### src/inc/tcmc_pkg.sv
// timer channel mode control: shared constants, field layout and carriers
// assumes one kernel clock; counter, enable and protection state arrive from outside

package tcmc_pkg;

	// register byte addresses
	localparam logic [7:0]  ADDR_CTRL_CH0_CH1 = 8'h18;
	localparam logic [7:0]  ADDR_CTRL_CH2_CH3 = 8'h1C;
	localparam logic [7:0]  ADDR_CH0_CMP_VAL  = 8'h34;

	// values after reset
	localparam logic [15:0] CTRL_RESET        = 16'h0000;
	localparam logic [15:0] CMP_VAL_RESET     = 16'h0000;

	// field positions inside one channel byte
	localparam int          MS_LSB            = 0;
	localparam int          FAST_BIT          = 2;
	localparam int          SHADOW_BIT        = 3;
	localparam int          COMCTL_LSB        = 4;
	localparam int          PSC_LSB           = 2;
	localparam int          FLT_LSB           = 4;

	localparam logic [1:0]  PROTECTION_LEVEL_LOCKED       = 2'h3;

	// dead-time clock ratio to the kernel clock (kernel cycles per tick)
	localparam logic [3:0]  DTS_DIV           = 4'h1;

	typedef enum logic [1:0] {
		MS_OUTPUT = 2'b00,
		MS_OWN    = 2'b01,
		MS_NEIGH  = 2'b10,
		MS_ITS    = 2'b11
	} tcmc_ms_t;

	typedef enum logic [2:0] {
		CMP_TIMING = 3'b000,
		CMP_SET    = 3'b001,
		CMP_CLEAR  = 3'b010,
		CMP_TOGGLE = 3'b011,
		CMP_FLOW   = 3'b100,
		CMP_FHIGH  = 3'b101,
		CMP_PWM0   = 3'b110,
		CMP_PWM1   = 3'b111
	} tcmc_comctl_t;

	typedef struct packed {
		logic [7:0]  addr;
		logic [31:0] wdata;
		logic        wr;
		logic        rd;
	} tcmc_bus_req_t;

	typedef struct packed {
		logic [15:0] value;
		logic        down;
		logic        update;
		logic        trig_edge;
	} tcmc_cnt_t;

endpackage : tcmc_pkg

### src/design/tcmc_channel_ctrl.sv
// timer channel mode control: channel control registers, interlocks,
// input capture path for four channels, channel 0 compare shadow and output
// assumes enable and protection levels come from logic on i_clk
// and that counter, update and trigger pulses arrive on i_clk as well

`timescale 1ns/1ps

module tcmc_channel_ctrl (
	input  wire logic                    i_clk,
	input  wire logic                    i_rst_n,
	input  wire tcmc_pkg::tcmc_bus_req_t i_bus,
	input  wire tcmc_pkg::tcmc_cnt_t     i_cnt,
	input  wire logic [3:0]              i_ch_enable,
	input  wire logic [1:0]              i_protection_level,
	input  wire logic [3:0]              i_ch_pin,
	input  wire logic                    i_internal_trigger_signal,
	output logic [31:0]                  o_rdata,
	output logic [3:0]                   o_capture,
	output logic [3:0]                   o_filtered,
	output logic                         o_ch0_prepared_output,
	output logic [15:0]                  o_ch0_active_compare
);
	import tcmc_pkg::*;

	////////////////////////////////////////////////////////////////////////
	// helpers

	// output mode test shared by the interlocks, edge detect and compare path
	function automatic logic is_output(input logic [1:0] ms);
		return ms == MS_OUTPUT;
	endfunction : is_output

	// last phase of a divide-by-2^n period of the dead-time tick
	function automatic logic div_phase(input logic [4:0] cnt, input int n);
		logic [4:0] mask;
		mask = 5'((1 << n) - 1);
		return (cnt & mask) == mask;
	endfunction : div_phase

	// merge a written channel byte with the stored one under the interlocks
	function automatic logic [7:0] merge_byte(
		input logic [7:0] old_b,
		input logic [7:0] new_b,
		input logic       enabled,
		input logic [1:0] protection_level
	);
		logic [7:0] r;
		r = new_b;
		if (enabled) begin
			r[MS_LSB +: 2] = old_b[MS_LSB +: 2];
		end
		// lock judged on the mode already stored, not the one being written
		if (protection_level == PROTECTION_LEVEL_LOCKED && is_output(old_b[MS_LSB +: 2])) begin
			r[COMCTL_LSB +: 3] = old_b[COMCTL_LSB +: 3];
			r[SHADOW_BIT]      = old_b[SHADOW_BIT];
		end
		return r;
	endfunction : merge_byte

	// edge count at which the prescaler fires; the capture then clears it
	function automatic logic [2:0] psc_limit(input logic [1:0] psc);
		logic [2:0] l;
		case (psc)
			2'h0:    l = 3'h0;
			2'h1:    l = 3'h1;
			2'h2:    l = 3'h3;
			default: l = 3'h7;
		endcase
		return l;
	endfunction : psc_limit

	// prepared pwm level for a counter value against the compare value
	function automatic logic pwm_level(
		input logic [2:0]  mode,
		input logic        down,
		input logic [15:0] cnt,
		input logic [15:0] cv
	);
		logic lvl;
		lvl = down ? (cnt <= cv) : (cnt < cv);
		return (mode == CMP_PWM1) ? ~lvl : lvl;
	endfunction : pwm_level

	////////////////////////////////////////////////////////////////////////
	// register file

	logic [15:0] ctrl01;
	logic [15:0] ctrl23;
	logic [15:0] cmp_preload;

	wire hit01 = i_bus.addr == ADDR_CTRL_CH0_CH1;
	wire hit23 = i_bus.addr == ADDR_CTRL_CH2_CH3;
	wire hitcv = i_bus.addr == ADDR_CH0_CMP_VAL;

	wire wr01 = i_bus.wr && hit01;
	wire wr23 = i_bus.wr && hit23;
	wire wrcv = i_bus.wr && hitcv;

	// upper bits are not stored, so reserved bits always read zero
	wire [15:0] next_ctrl01 = {
		merge_byte(ctrl01[15:8], i_bus.wdata[15:8], i_ch_enable[1], i_protection_level),
		merge_byte(ctrl01[7:0],  i_bus.wdata[7:0],  i_ch_enable[0], i_protection_level)
	};
	wire [15:0] next_ctrl23 = {
		merge_byte(ctrl23[15:8], i_bus.wdata[15:8], i_ch_enable[3], i_protection_level),
		merge_byte(ctrl23[7:0],  i_bus.wdata[7:0],  i_ch_enable[2], i_protection_level)
	};
	wire [15:0] next_preload = wrcv ? i_bus.wdata[15:0] : cmp_preload;

	// unmapped offsets read as zero
	logic [31:0] rd_sel;
	always_comb begin
		rd_sel = 32'h0000_0000;
		if (hit01) begin
			rd_sel = {16'h0000, ctrl01};
		end else if (hit23) begin
			rd_sel = {16'h0000, ctrl23};
		end else if (hitcv) begin
			rd_sel = {16'h0000, cmp_preload};
		end
	end

	always_ff @(posedge i_clk or negedge i_rst_n) begin
		if (!i_rst_n) begin
			ctrl01      <= CTRL_RESET;
			ctrl23      <= CTRL_RESET;
			cmp_preload <= CMP_VAL_RESET;
		end else begin
			if (wr01) begin
				ctrl01 <= next_ctrl01;
			end
			if (wr23) begin
				ctrl23 <= next_ctrl23;
			end
			cmp_preload <= next_preload;
		end
	end

	always_ff @(posedge i_clk or negedge i_rst_n) begin
		if (!i_rst_n) begin
			o_rdata <= 32'h0000_0000;
		end else begin
			// cleared between reads so a stale word never lingers on the bus
			o_rdata <= i_bus.rd ? rd_sel : 32'h0000_0000;
		end
	end

	// per-channel view of the shared storage
	logic [7:0] chb [4];
	assign chb[0] = ctrl01[7:0];
	assign chb[1] = ctrl01[15:8];
	assign chb[2] = ctrl23[7:0];
	assign chb[3] = ctrl23[15:8];

	////////////////////////////////////////////////////////////////////////
	// sample rate enables

	// dead-time tick from the kernel clock; a ratio of one ticks every cycle
	logic [3:0] dts_cnt;
	logic [4:0] div_cnt;
	wire        dts_tick = dts_cnt == (DTS_DIV - 4'h1);
	wire  [5:0] ticks;

	// free divider: sample phases are not tied to input edges
	assign ticks[0] = 1'b1;
	assign ticks[1] = dts_tick && div_phase(div_cnt, 1);
	assign ticks[2] = dts_tick && div_phase(div_cnt, 2);
	assign ticks[3] = dts_tick && div_phase(div_cnt, 3);
	assign ticks[4] = dts_tick && div_phase(div_cnt, 4);
	assign ticks[5] = dts_tick && div_phase(div_cnt, 5);

	always_ff @(posedge i_clk or negedge i_rst_n) begin
		if (!i_rst_n) begin
			dts_cnt <= 4'h0;
			div_cnt <= 5'h00;
		end else begin
			dts_cnt <= dts_tick ? 4'h0 : dts_cnt + 4'h1;
			if (dts_tick) begin
				div_cnt <= div_cnt + 5'h01;
			end
		end
	end

	////////////////////////////////////////////////////////////////////////
	// input path: synchroniser, filter, source select, prescaler

	logic [3:0] pin_meta;
	logic [3:0] pin_sync;
	logic [3:0] filt;
	logic [3:0] src;
	logic [3:0] src_d;
	logic [2:0] psc_cnt [4];
	logic [3:0] rise;
	logic [3:0] fire;

	always_ff @(posedge i_clk or negedge i_rst_n) begin
		if (!i_rst_n) begin
			pin_meta <= 4'h0;
			pin_sync <= 4'h0;
		end else begin
			pin_meta <= i_ch_pin;
			pin_sync <= pin_meta;
		end
	end

	genvar g;
	generate
		for (g = 0; g < 4; g++) begin : g_ch
			wire [1:0] ms       = chb[g][MS_LSB +: 2];
			// input view of the upper four bits, shared with the compare fields
			wire [3:0] flt_code = chb[g][FLT_LSB +: 4];
			wire [1:0] psc_code = chb[g][PSC_LSB +: 2];

			tcmc_input_filter u_filter (
				.i_clk   (i_clk),
				.i_rst_n (i_rst_n),
				.i_level (pin_sync[g]),
				.i_code  (flt_code),
				.i_ticks (ticks),
				.o_level (filt[g])
			);

			// neighbour pairs are 0/1 and 2/3
			assign src[g] =
				(ms == MS_OWN)   ? filt[g] :
				(ms == MS_NEIGH) ? filt[g ^ 1] :
				(ms == MS_ITS)   ? i_internal_trigger_signal : 1'b0;
			// rising edges only; polarity selection sits ahead of this block
			assign rise[g] = src[g] && !src_d[g] && !is_output(ms);
			assign fire[g] = rise[g] && psc_cnt[g] == psc_limit(psc_code);

			always_ff @(posedge i_clk or negedge i_rst_n) begin
				if (!i_rst_n) begin
					psc_cnt[g] <= 3'h0;
				end else if (!i_ch_enable[g]) begin
					psc_cnt[g] <= 3'h0;
				end else if (fire[g]) begin
					psc_cnt[g] <= 3'h0;
				end else if (rise[g]) begin
					psc_cnt[g] <= psc_cnt[g] + 3'h1;
				end
			end
		end
	endgenerate

	// src_d resets to the idle source level, so no false edge follows reset
	always_ff @(posedge i_clk or negedge i_rst_n) begin
		if (!i_rst_n) begin
			src_d      <= 4'h0;
			o_capture  <= 4'h0;
			o_filtered <= 4'h0;
		end else begin
			src_d      <= src;
			o_capture  <= fire & i_ch_enable;
			o_filtered <= filt;
		end
	end

	////////////////////////////////////////////////////////////////////////
	// channel 0 compare value and prepared output

	wire        shadow_en = chb[0][SHADOW_BIT];
	wire        fast_en   = chb[0][FAST_BIT];
	wire  [2:0] comctl    = chb[0][COMCTL_LSB +: 3];
	wire        out_mode  = is_output(chb[0][MS_LSB +: 2]);
	wire        is_pwm    = comctl == CMP_PWM0 || comctl == CMP_PWM1;

	// remembered so a timing-to-pwm switch and a result change show up
	// no single pulse input here: software keeps the shadow on for pwm
	logic [2:0] prev_comctl;
	logic       prev_res;

	// without shadow the compare value follows a write at once
	wire [15:0] next_active =
		!shadow_en   ? next_preload :
		i_cnt.update ? cmp_preload : o_ch0_active_compare;

	wire match  = i_cnt.value == o_ch0_active_compare;
	wire res    = pwm_level(comctl, i_cnt.down, i_cnt.value, o_ch0_active_compare);
	wire at_cmp = pwm_level(comctl, i_cnt.down, o_ch0_active_compare, o_ch0_active_compare);
	// at_cmp is the level the comparison gives at the compare value itself

	// set, clear and toggle act on equality; force modes ignore the counter
	logic next_prep;
	always_comb begin
		next_prep = o_ch0_prepared_output;
		if (out_mode) begin
			case (comctl)
				CMP_SET:    next_prep = match ? 1'b1 : o_ch0_prepared_output;
				CMP_CLEAR:  next_prep = match ? 1'b0 : o_ch0_prepared_output;
				CMP_TOGGLE: next_prep = match ? ~o_ch0_prepared_output : o_ch0_prepared_output;
				CMP_FLOW:   next_prep = 1'b0;
				CMP_FHIGH:  next_prep = 1'b1;
				CMP_PWM0, CMP_PWM1: begin
					if (fast_en && i_cnt.trig_edge) begin
						next_prep = at_cmp;
					end else if (prev_comctl == CMP_TIMING || res != prev_res) begin
						next_prep = res;
					end
				end
				default:    next_prep = o_ch0_prepared_output;
			endcase
		end
	end

	always_ff @(posedge i_clk or negedge i_rst_n) begin
		if (!i_rst_n) begin
			o_ch0_active_compare  <= CMP_VAL_RESET;
			o_ch0_prepared_output <= 1'b0;
			prev_comctl           <= CMP_TIMING;
			prev_res              <= 1'b0;
		end else begin
			o_ch0_active_compare  <= next_active;
			o_ch0_prepared_output <= next_prep;
			prev_comctl           <= comctl;
			prev_res              <= is_pwm ? res : prev_res;
		end
	end

endmodule : tcmc_channel_ctrl

### src/design/tcmc_input_filter.sv
// timer channel mode control: digital input filter for one channel
// assumes i_level is already synchronised; i_ticks[0] is the kernel rate,
// i_ticks[5:1] the dead-time clock divided by 2,4,8,16,32

`timescale 1ns/1ps

module tcmc_input_filter (
	input  wire logic       i_clk,
	input  wire logic       i_rst_n,
	input  wire logic       i_level,
	input  wire logic [3:0] i_code,
	input  wire logic [5:0] i_ticks,
	output logic            o_level
);
	import tcmc_pkg::*;

	// sample rate index and number of equal samples for each code
	function automatic logic [2:0] rate_sel(input logic [3:0] code);
		logic [2:0] r;
		r = 3'h0;
		if (code <= 4'h3) begin
			r = 3'h0;
		end else if (code <= 4'h5) begin
			r = 3'h1;
		end else if (code <= 4'h7) begin
			r = 3'h2;
		end else if (code <= 4'h9) begin
			r = 3'h3;
		end else if (code <= 4'hC) begin
			r = 3'h4;
		end else begin
			r = 3'h5;
		end
		return r;
	endfunction : rate_sel

	function automatic logic [3:0] need(input logic [3:0] code);
		logic [3:0] n;
		case (code)
			4'h1:    n = 4'h2;
			4'h2:    n = 4'h4;
			4'h3:    n = 4'h8;
			4'h4, 4'h6, 4'h8, 4'hB, 4'hE: n = 4'h6;
			4'hA, 4'hD: n = 4'h5;
			default: n = 4'h8;
		endcase
		return n;
	endfunction : need

	logic [3:0] run;
	wire        sample_en = i_ticks[rate_sel(i_code)];
	wire  [3:0] run_inc   = run + 4'h1;

	always_ff @(posedge i_clk or negedge i_rst_n) begin
		if (!i_rst_n) begin
			o_level <= 1'b0;
			run     <= 4'h0;
		end else if (i_code == 4'h0) begin
			o_level <= i_level;
			run     <= 4'h0;
		end else if (sample_en) begin
			if (i_level == o_level) begin
				run <= 4'h0;
			end else if (run_inc >= need(i_code)) begin
				o_level <= i_level;
				run     <= 4'h0;
			end else begin
				run <= run_inc;
			end
		end
	end

endmodule : tcmc_input_filter

### config.mk
export PLATFORM = sky130hd
export DESIGN_NAME = tcmc_channel_ctrl
export DESIGN_NICKNAME = d
export VERILOG_FILES = /design/src/inc/tcmc_pkg.sv /design/src/design/tcmc_channel_ctrl.sv /design/src/design/tcmc_input_filter.sv
export SDC_FILE = /design/constraint.sdc
export NUM_CORES = 1
export LEC_CHECK = 0
export BUFFER_PORTS_ARGS = -buffer_cell sky130_fd_sc_hd__buf_2
export CAP_MARGIN = 20
export CORE_MARGIN = 4
export CORE_UTILIZATION = 53
export DETAILED_ROUTE_END_ITERATION = 16
export HOLD_SLACK_MARGIN = 0.06
export PLACE_DENSITY_LB_ADDON = 0.08
export SKIP_CTS_REPAIR_TIMING = 1
export SYNTH_ARGS = -nofsm -noshare
export SYNTH_HDL_FRONTEND = slang
export SYNTH_SLANG_ARGS = --single-unit
### constraint.sdc
create_clock -name i_clk -period 3.2 [get_ports i_clk]
set_input_delay 0.96 -clock i_clk [delete_from_list [all_inputs] [get_ports i_clk]]
set_output_delay 0.96 -clock i_clk [all_outputs]
set_load 0.02 [all_outputs]
==> flow_summary_export.csv, run 1 <==
group,metric,value,unit
critical_path,cp_max_fo,4,
yosys,netlist.area_leader.share,44.0,%
yosys,synth_cell_types,59,
global_routing,grt_overflow_total,0,
clocking,clock-root-buffer,"clkbuf_16",
clocking,cts_buffers,17,
power_and_ir_drop,fin_total_pwr,5540,uW
floorplan,num_rows,45,
global_routing,antenna_found_initial,0,
clocking,clk_latency,0.43,ns
power_and_ir_drop,sw_frac_of_total,29.6,%
critical_path,cp.required,3.51,ns
drt,routed_via_density,5.66,
drt,drc,0,
floorplan,die_h,133,um
critical_path,cp_cell_sequence,"buf_2 > ha_1 > nand4_1 > a2111oi_0 > buf_4 > nor4_1 > a211oi_1 > mux2_2",
placement,routabilityCongestion,0.833,
timing,fmax,358,MHz
power_and_ir_drop,comb_power_share,21.3,%
clocking,clock_sinks,146,
yosys,synth-seq-cells,146,
yosys,syn_inst,810,
final_layout,layoutNonFillerInstCount,1146,
global_routing,grt_start_max_net_pins,63,
placement,dp.cells,1115,
critical_path,crit_type,"in -> reg",
critical_path,arrival,3.10,ns
timing,report.final.slew_viol_count,0,
yosys,synth_area,0.00830,mm^2
drt,drt_iter0_markers,427,
final_layout,nNetsFinal,1055,
critical_path,slowest_delay,0.57,ns
final_layout,final_common_cell,"dfrtp_1",
timing,hold_violations,0,
timing,skew,0.00798,ns
floorplan,coreArea,0.0153,mm^2
power_and_ir_drop,p_per_area,572,mW/mm^2
critical_path,cp_slowest_cell,"a2111oi_0",
yosys,yosys.area.top_type,"dfrtp_1",
final_layout,area_growth,16.6,%
power_and_ir_drop,switchingPower,1640,uW
yosys,avgSynthCellArea,10.3,um^2
power_and_ir_drop,seqPwrFrac,40.7,%
timing,rsz0062_at_grt,"false",
yosys,synthArstFlopShare,100,%
drt,first_pass_iters,9,
clocking,clk_pin_slew,0.06,ns
clocking,cts_tree,"done",
drt,vias,6488,
final_layout,n_antenna_cell,0,
timing,tightest_slew,0.720,ns
power_and_ir_drop,vdd_ir_drop_max,403,uV
power_and_ir_drop,p_int,3900,uW
yosys,synth_area_leaders,"dfrtp_1 (44%), ha_1 (8.7%), mux2_2 (5.2%), mux2i_1 (4.3%), a21oi_1 (3.1%)",
critical_path,cp-start-kind,"input pin",
power_and_ir_drop,p_leak,0.00472,uW
timing,setup_viol,0,
critical_path,critPathCaptureType,"flip-flop",
clocking,clock_path_buffers,2,
drt,wl_per_cell,17.7,um
yosys,ys_seq_area_share,44.0,%
drt,finalWirelength,20200,um
floorplan,io_pins,131,
floorplan,start_util,54.4,%
placement,hpwlAfterDp,14600,um
global_routing,track_usage,23.5,%
floorplan,die_w,133,um
yosys,synthFlopType,"dfrtp_1",
flow_run,max_cap_viol_count,0,
drt,final_antenna_net_count,0,
global_routing,grt_pass1_wl,33200,um
yosys,yosysWarnings,0,
floorplan,dieArea,0.0177,mm^2
final_layout,drive_gt1_share,22.4,%
run_status,status,"finished clean",
timing,min_period,2.79,ns
final_layout,fill_cells,1209,
clocking,htreeDepth,4,
power_and_ir_drop,p_clk_share,38.1,%
min_path,hold_path_class,"reg -> reg",
timing,final.period_utilization,87.2,%
timing,relSlewSlack,51.7,%
critical_path,critPathBufInv,2,
placement,portBuffers,98,
global_routing,grt_pass1_vias,6607,
critical_path,cp_top_family,"compound AO/OA/AOI/OAI gates",
final_layout,finalInstanceArea,0.00968,mm^2
placement,place_area,0.00906,mm^2
yosys,synth_edf_count,0,
final_layout,final_cell_mix,"dfrtp_1 (146), buf_2 (97), nor2_1 (68), nand2_1 (65), ha_1 (58)",
==> per-layer routing <==
layer,wire length (um),track usage [%],vias to the layer above
met5,0,0,-
met4,499,8.74,0
met3,1040,4.42,40
met2,9780,38.3,193
met1,8920,31.5,3169
li1,-,-,3086
==> registers in the layout (all words and copies together), names as in the netlist, 4 cells and up <==
name and flops:
pin_sync 4, o_ch0_active_compare 16, pin_meta 4, cmp_preload 16, psc_cnt 12, ctrl01 16, o_capture 4, o_filtered 4
div_cnt 5, src_d 4, o_rdata 16, ctrl23 16, g_ch.u_filter.o_level 4, dts_cnt 4, g_ch.u_filter.run 16
==> Yosys cell counts (3+ instances only) <==
library cell  count
nor4bb_1          3
mux2i_1          36
nand2_1          65
a21oi_1          51
o21a_1           13
and2_1            3
nand4_1           6
a32o_1            3
buf_4            16
nor3_1           14
inv_1            47
xor2_1            6
buf_6             3
mux2_2           38
nand2b_1         19
dfrtp_1         146
ha_1             58
mux2_4            7
o31ai_1           5
nor2b_1          28
a211oi_1          7
o31ai_2           4
o211ai_1         10
nand3_1           7
xnor2_1          13
clkbuf_1         16
a21o_1           11
a22o_1            3
o21ai_0          40
and3_1            9
a31oi_4           4
o22ai_1           3
a222oi_1         16
buf_2             4
nor2_1           68
==> final timing paths <==
check	startpoint	endpoint	cells after the start	slack [ns]
max in group asynchronous	i_rst_n	g_ch[3].u_filter.run[1]	2	1.96
max reg2reg	ctrl01[4]	g_ch[0].u_filter.run[3]	11	0.43
max	i_cnt[18]	o_ch0_prepared_output	8	0.41
min in group asynchronous	i_rst_n	o_filtered[0]	1	0.50
min	pin_meta[2]	pin_sync[2]	0	0.35
min reg2reg	pin_meta[2]	pin_sync[2]	0	0.35
==> area by class of cell <==
class | instances | area [um^2] | share of cell area [%]
tap | 211 | 264 | 2.73
clock inverter | 12 | 183 | 1.89
multi-input combinational | 591 | 4290 | 44.3
inverter | 47 | 176 | 1.82
sequential | 146 | 3650 | 37.7
timing repair buffer | 120 | 674 | 6.97
clock buffer | 19 | 443 | 4.57
==> through the flow <==
stage	TNS, ns	util [%]	hold WS, ns	setup slack (ns)
after floorplan	0	-	0.331	0.325
after global placement	0	59.4	0.334	0.0807
after detailed placement	-0.00157	59.4	0.338	-0.00157
after CTS	0	63.5	0.351	0.408
after global routing	0	63.5	0.357	0.222
final	0	63.5	0.348	0.409
==> logic make-up (layout without fill, tap and decap cells) <==
kind of cell | Yosys count | after routing | share of synthesized area [%]
other cells | 1 | 16 | 0.0452
buf+inv | 88 | 198 | 5.03
fa+ha+maj | 58 | 58 | 8.74
simple gates | 237 | 237 | 14.2
xor+xnor | 19 | 19 | 2.00
flops | 146 | 146 | 44.0
mux | 81 | 81 | 10.8
compound gates | 180 | 180 | 15.2
==> power groups by stage <==
stage	registers [uW]	logic, uW	clock network [uW]
floorplan	2250	813	0
global placement	2270	1110	0
detailed placement	2280	1180	0
CTS	2250	1190	2140
global route	2280	1340	2230
finish	2250	1180	2110
Note: power is estimated with default switching activity, not from simulation.
==> run 2: changes to the inputs <==
- PLACE_DENSITY: not set -> 0.83
- PLACE_DENSITY_LB_ADDON: 0.08 -> not set
==> run 2 against run 1 <==
  * Final area fell by 0.92%
  * Global-route usage decreased by 1.2 points
  * Count of clock-buffer cells in the layout up 2
  * Final cell count barely moved
  * Largest power group unchanged
==> flow_summary_export.csv, run 2 (same netlist as run 1, synthesis figures left out) <==
group,metric,value,unit
timing,relSlewSlack,51.3,%
flow_run,max_cap_viol_count,0,
placement,portBuffers,98,
timing,setup-tns-final,0,ns
timing,fmax,360,MHz
floorplan,dieArea,0.0177,mm^2
placement,hpwlAfterDp,14000,um
timing,final.period_utilization,86.9,%
clocking,clock-root-buffer,"clkbuf_16",
global_routing,grt_pass1_wl,31700,um
clocking,clock_path_buffers,2,
clocking,cts_tree,"done",
critical_path,crit_type,"reg -> reg",
timing,report.final.slew_viol_count,0,
power_and_ir_drop,fin_total_pwr,5210,uW
global_routing,grt_pass1_vias,6436,
power_and_ir_drop,p_per_area,543,mW/mm^2
critical_path,cp_max_fo,9,
global_routing,grt_use_met1,29.6,%
final_layout,area_growth,15.5,%
global_routing,antenna_found_initial,0,
final_layout,n_antenna_cell,0,
final_layout,final_common_cell,"dfrtp_1",
final_layout,regArea,0.00365,mm^2
critical_path,cp-start-kind,"flip-flop",
drt,drt_iter0_markers,648,
power_and_ir_drop,p_leak,0.00469,uW
critical_path,arrival,3.12,ns
floorplan,num_rows,45,
final_layout,drive_gt1_share,22.2,%
timing,hold_violations,0,
critical_path,cp.required,3.54,ns
global_routing,grt_overflow_total,0,
drt,vias,6524,
global_routing,track_usage,22.3,%
floorplan,die_h,133,um
final_layout,multiInputGateArea,0.00429,mm^2
drt,finalWirelength,19300,um
critical_path,critPathCaptureType,"flip-flop",
power_and_ir_drop,vdd_ir_drop_max,466,uV
global_routing,grt_start_max_net_pins,57,
clocking,clk_pin_slew,0.06,ns
clocking,clock_sinks,146,
timing,skew,0.0112,ns
clocking,cts_buffers,17,
run_status,status,"finished clean",
timing,min_period,2.78,ns
final_layout,finalInstanceArea,0.00959,mm^2
floorplan,die_w,133,um
global_routing,top_usage_layer,"met2",
placement,place_area,0.00905,mm^2
floorplan,io_pins,131,
timing,fin_hold_ws,0.346,ns
drt,drc,0,
timing,setup_viol,0,
drt,final_antenna_net_count,0,
global_routing,use_met2,35.5,%
placement,routabilityCongestion,0.874,
timing,tightest_slew,0.725,ns
floorplan,start_util,54.4,%
final_layout,nNetsFinal,1053,
drt,wl_per_cell,16.9,um
clocking,htreeDepth,4,
timing,rsz0062_at_grt,"false",
clocking,clk_latency,0.43,ns
floorplan,coreArea,0.0153,mm^2
final_layout,final_cell_mix,"dfrtp_1 (146), buf_2 (97), nor2_1 (68), nand2_1 (65), ha_1 (58)",
final_layout,fill_cells,1167,
drt,routed_via_density,5.70,
min_path,hold_path_class,"reg -> reg",
global_routing,grt_use_met3,4.76,%
drt,first_pass_iters,5,
-- run 2: changes by cell type in the layout (fill, tap and decap cells not counted), sizes merged --
| cell | change |
|---|---|
| clkinvlp | -1 |
| inv | +1 |
| clkinv | +3 |
| clkbuf | +2 |
| bufinv | -4 |
| buf | -2 |
-- run 2: metal layers --
metal / vias to the layer above / wire length (um)
li1: 3093 / -
met1: 3140 / 8160
met2: 247 / 9170
met3: 44 / 1360
met4: 0 / 646
met5: - / 0
-- run 2: through the flow --
step | util (%) | cells | setup slack [ns]
2_1_floorplan | - | 825 | 0.325
5_1_grt | 62.9 | 1145 | 0.275
4_1_cts | 62.9 | 1145 | 0.450
3_5_place_dp | 59.3 | 1113 | 0.0886
6_report | 62.9 | 1145 | 0.419
3_3_place_gp | 59.3 | 1113 | 0.121
-- run 2: critical path: stages, from the launching register on --
cell      delay [ns]
dfrtp_1         0.50
inv_1           0.13
ha_1            0.30
mux2i_1         0.17
nor2_1          0.06
ha_1            0.26
nand2b_1        0.14
a21o_1          0.17
a21o_1          0.19
a2111o_1        0.47
nand2b_1        0.16
o21ai_0         0.13
-- run 2: report_power, final --
group / switching, uW / internal [uW] / leakage (uW)
sequential: 213 / 2030 / 0.00191
combinational: 620 / 542 / 0.00251
clock: 773 / 1030 / 0.000264
total: 1610 / 3610 / 0.00469
-- run 2: final timing paths --
check                                  from                        to  slack, ns  cells after the start
worst max-delay path              ctrl01[5]   g_ch[0].u_filter.run[3]       0.42                     11
worst min-delay path            pin_meta[1]               pin_sync[1]       0.35                      0
worst max register to register    ctrl01[5]   g_ch[0].u_filter.run[3]       0.42                     11
worst min register to register  pin_meta[1]               pin_sync[1]       0.35                      0
max in group asynchronous           i_rst_n  g_ch[1].u_filter.o_level       2.05                      2
min in group asynchronous           i_rst_n                o_rdata[2]       0.49                      1
-- run 2: final cells by class --
| class | instances | area share, % |
|---|---|---|
| repair buffers | 118 | 7.00 |
| clock inverters | 11 | 0.822 |
| flip-flops and latches | 146 | 38.1 |
| multi-input cells | 591 | 44.7 |
| well taps | 211 | 2.75 |
| clock buffers | 21 | 4.80 |
| inverters | 47 | 1.84 |
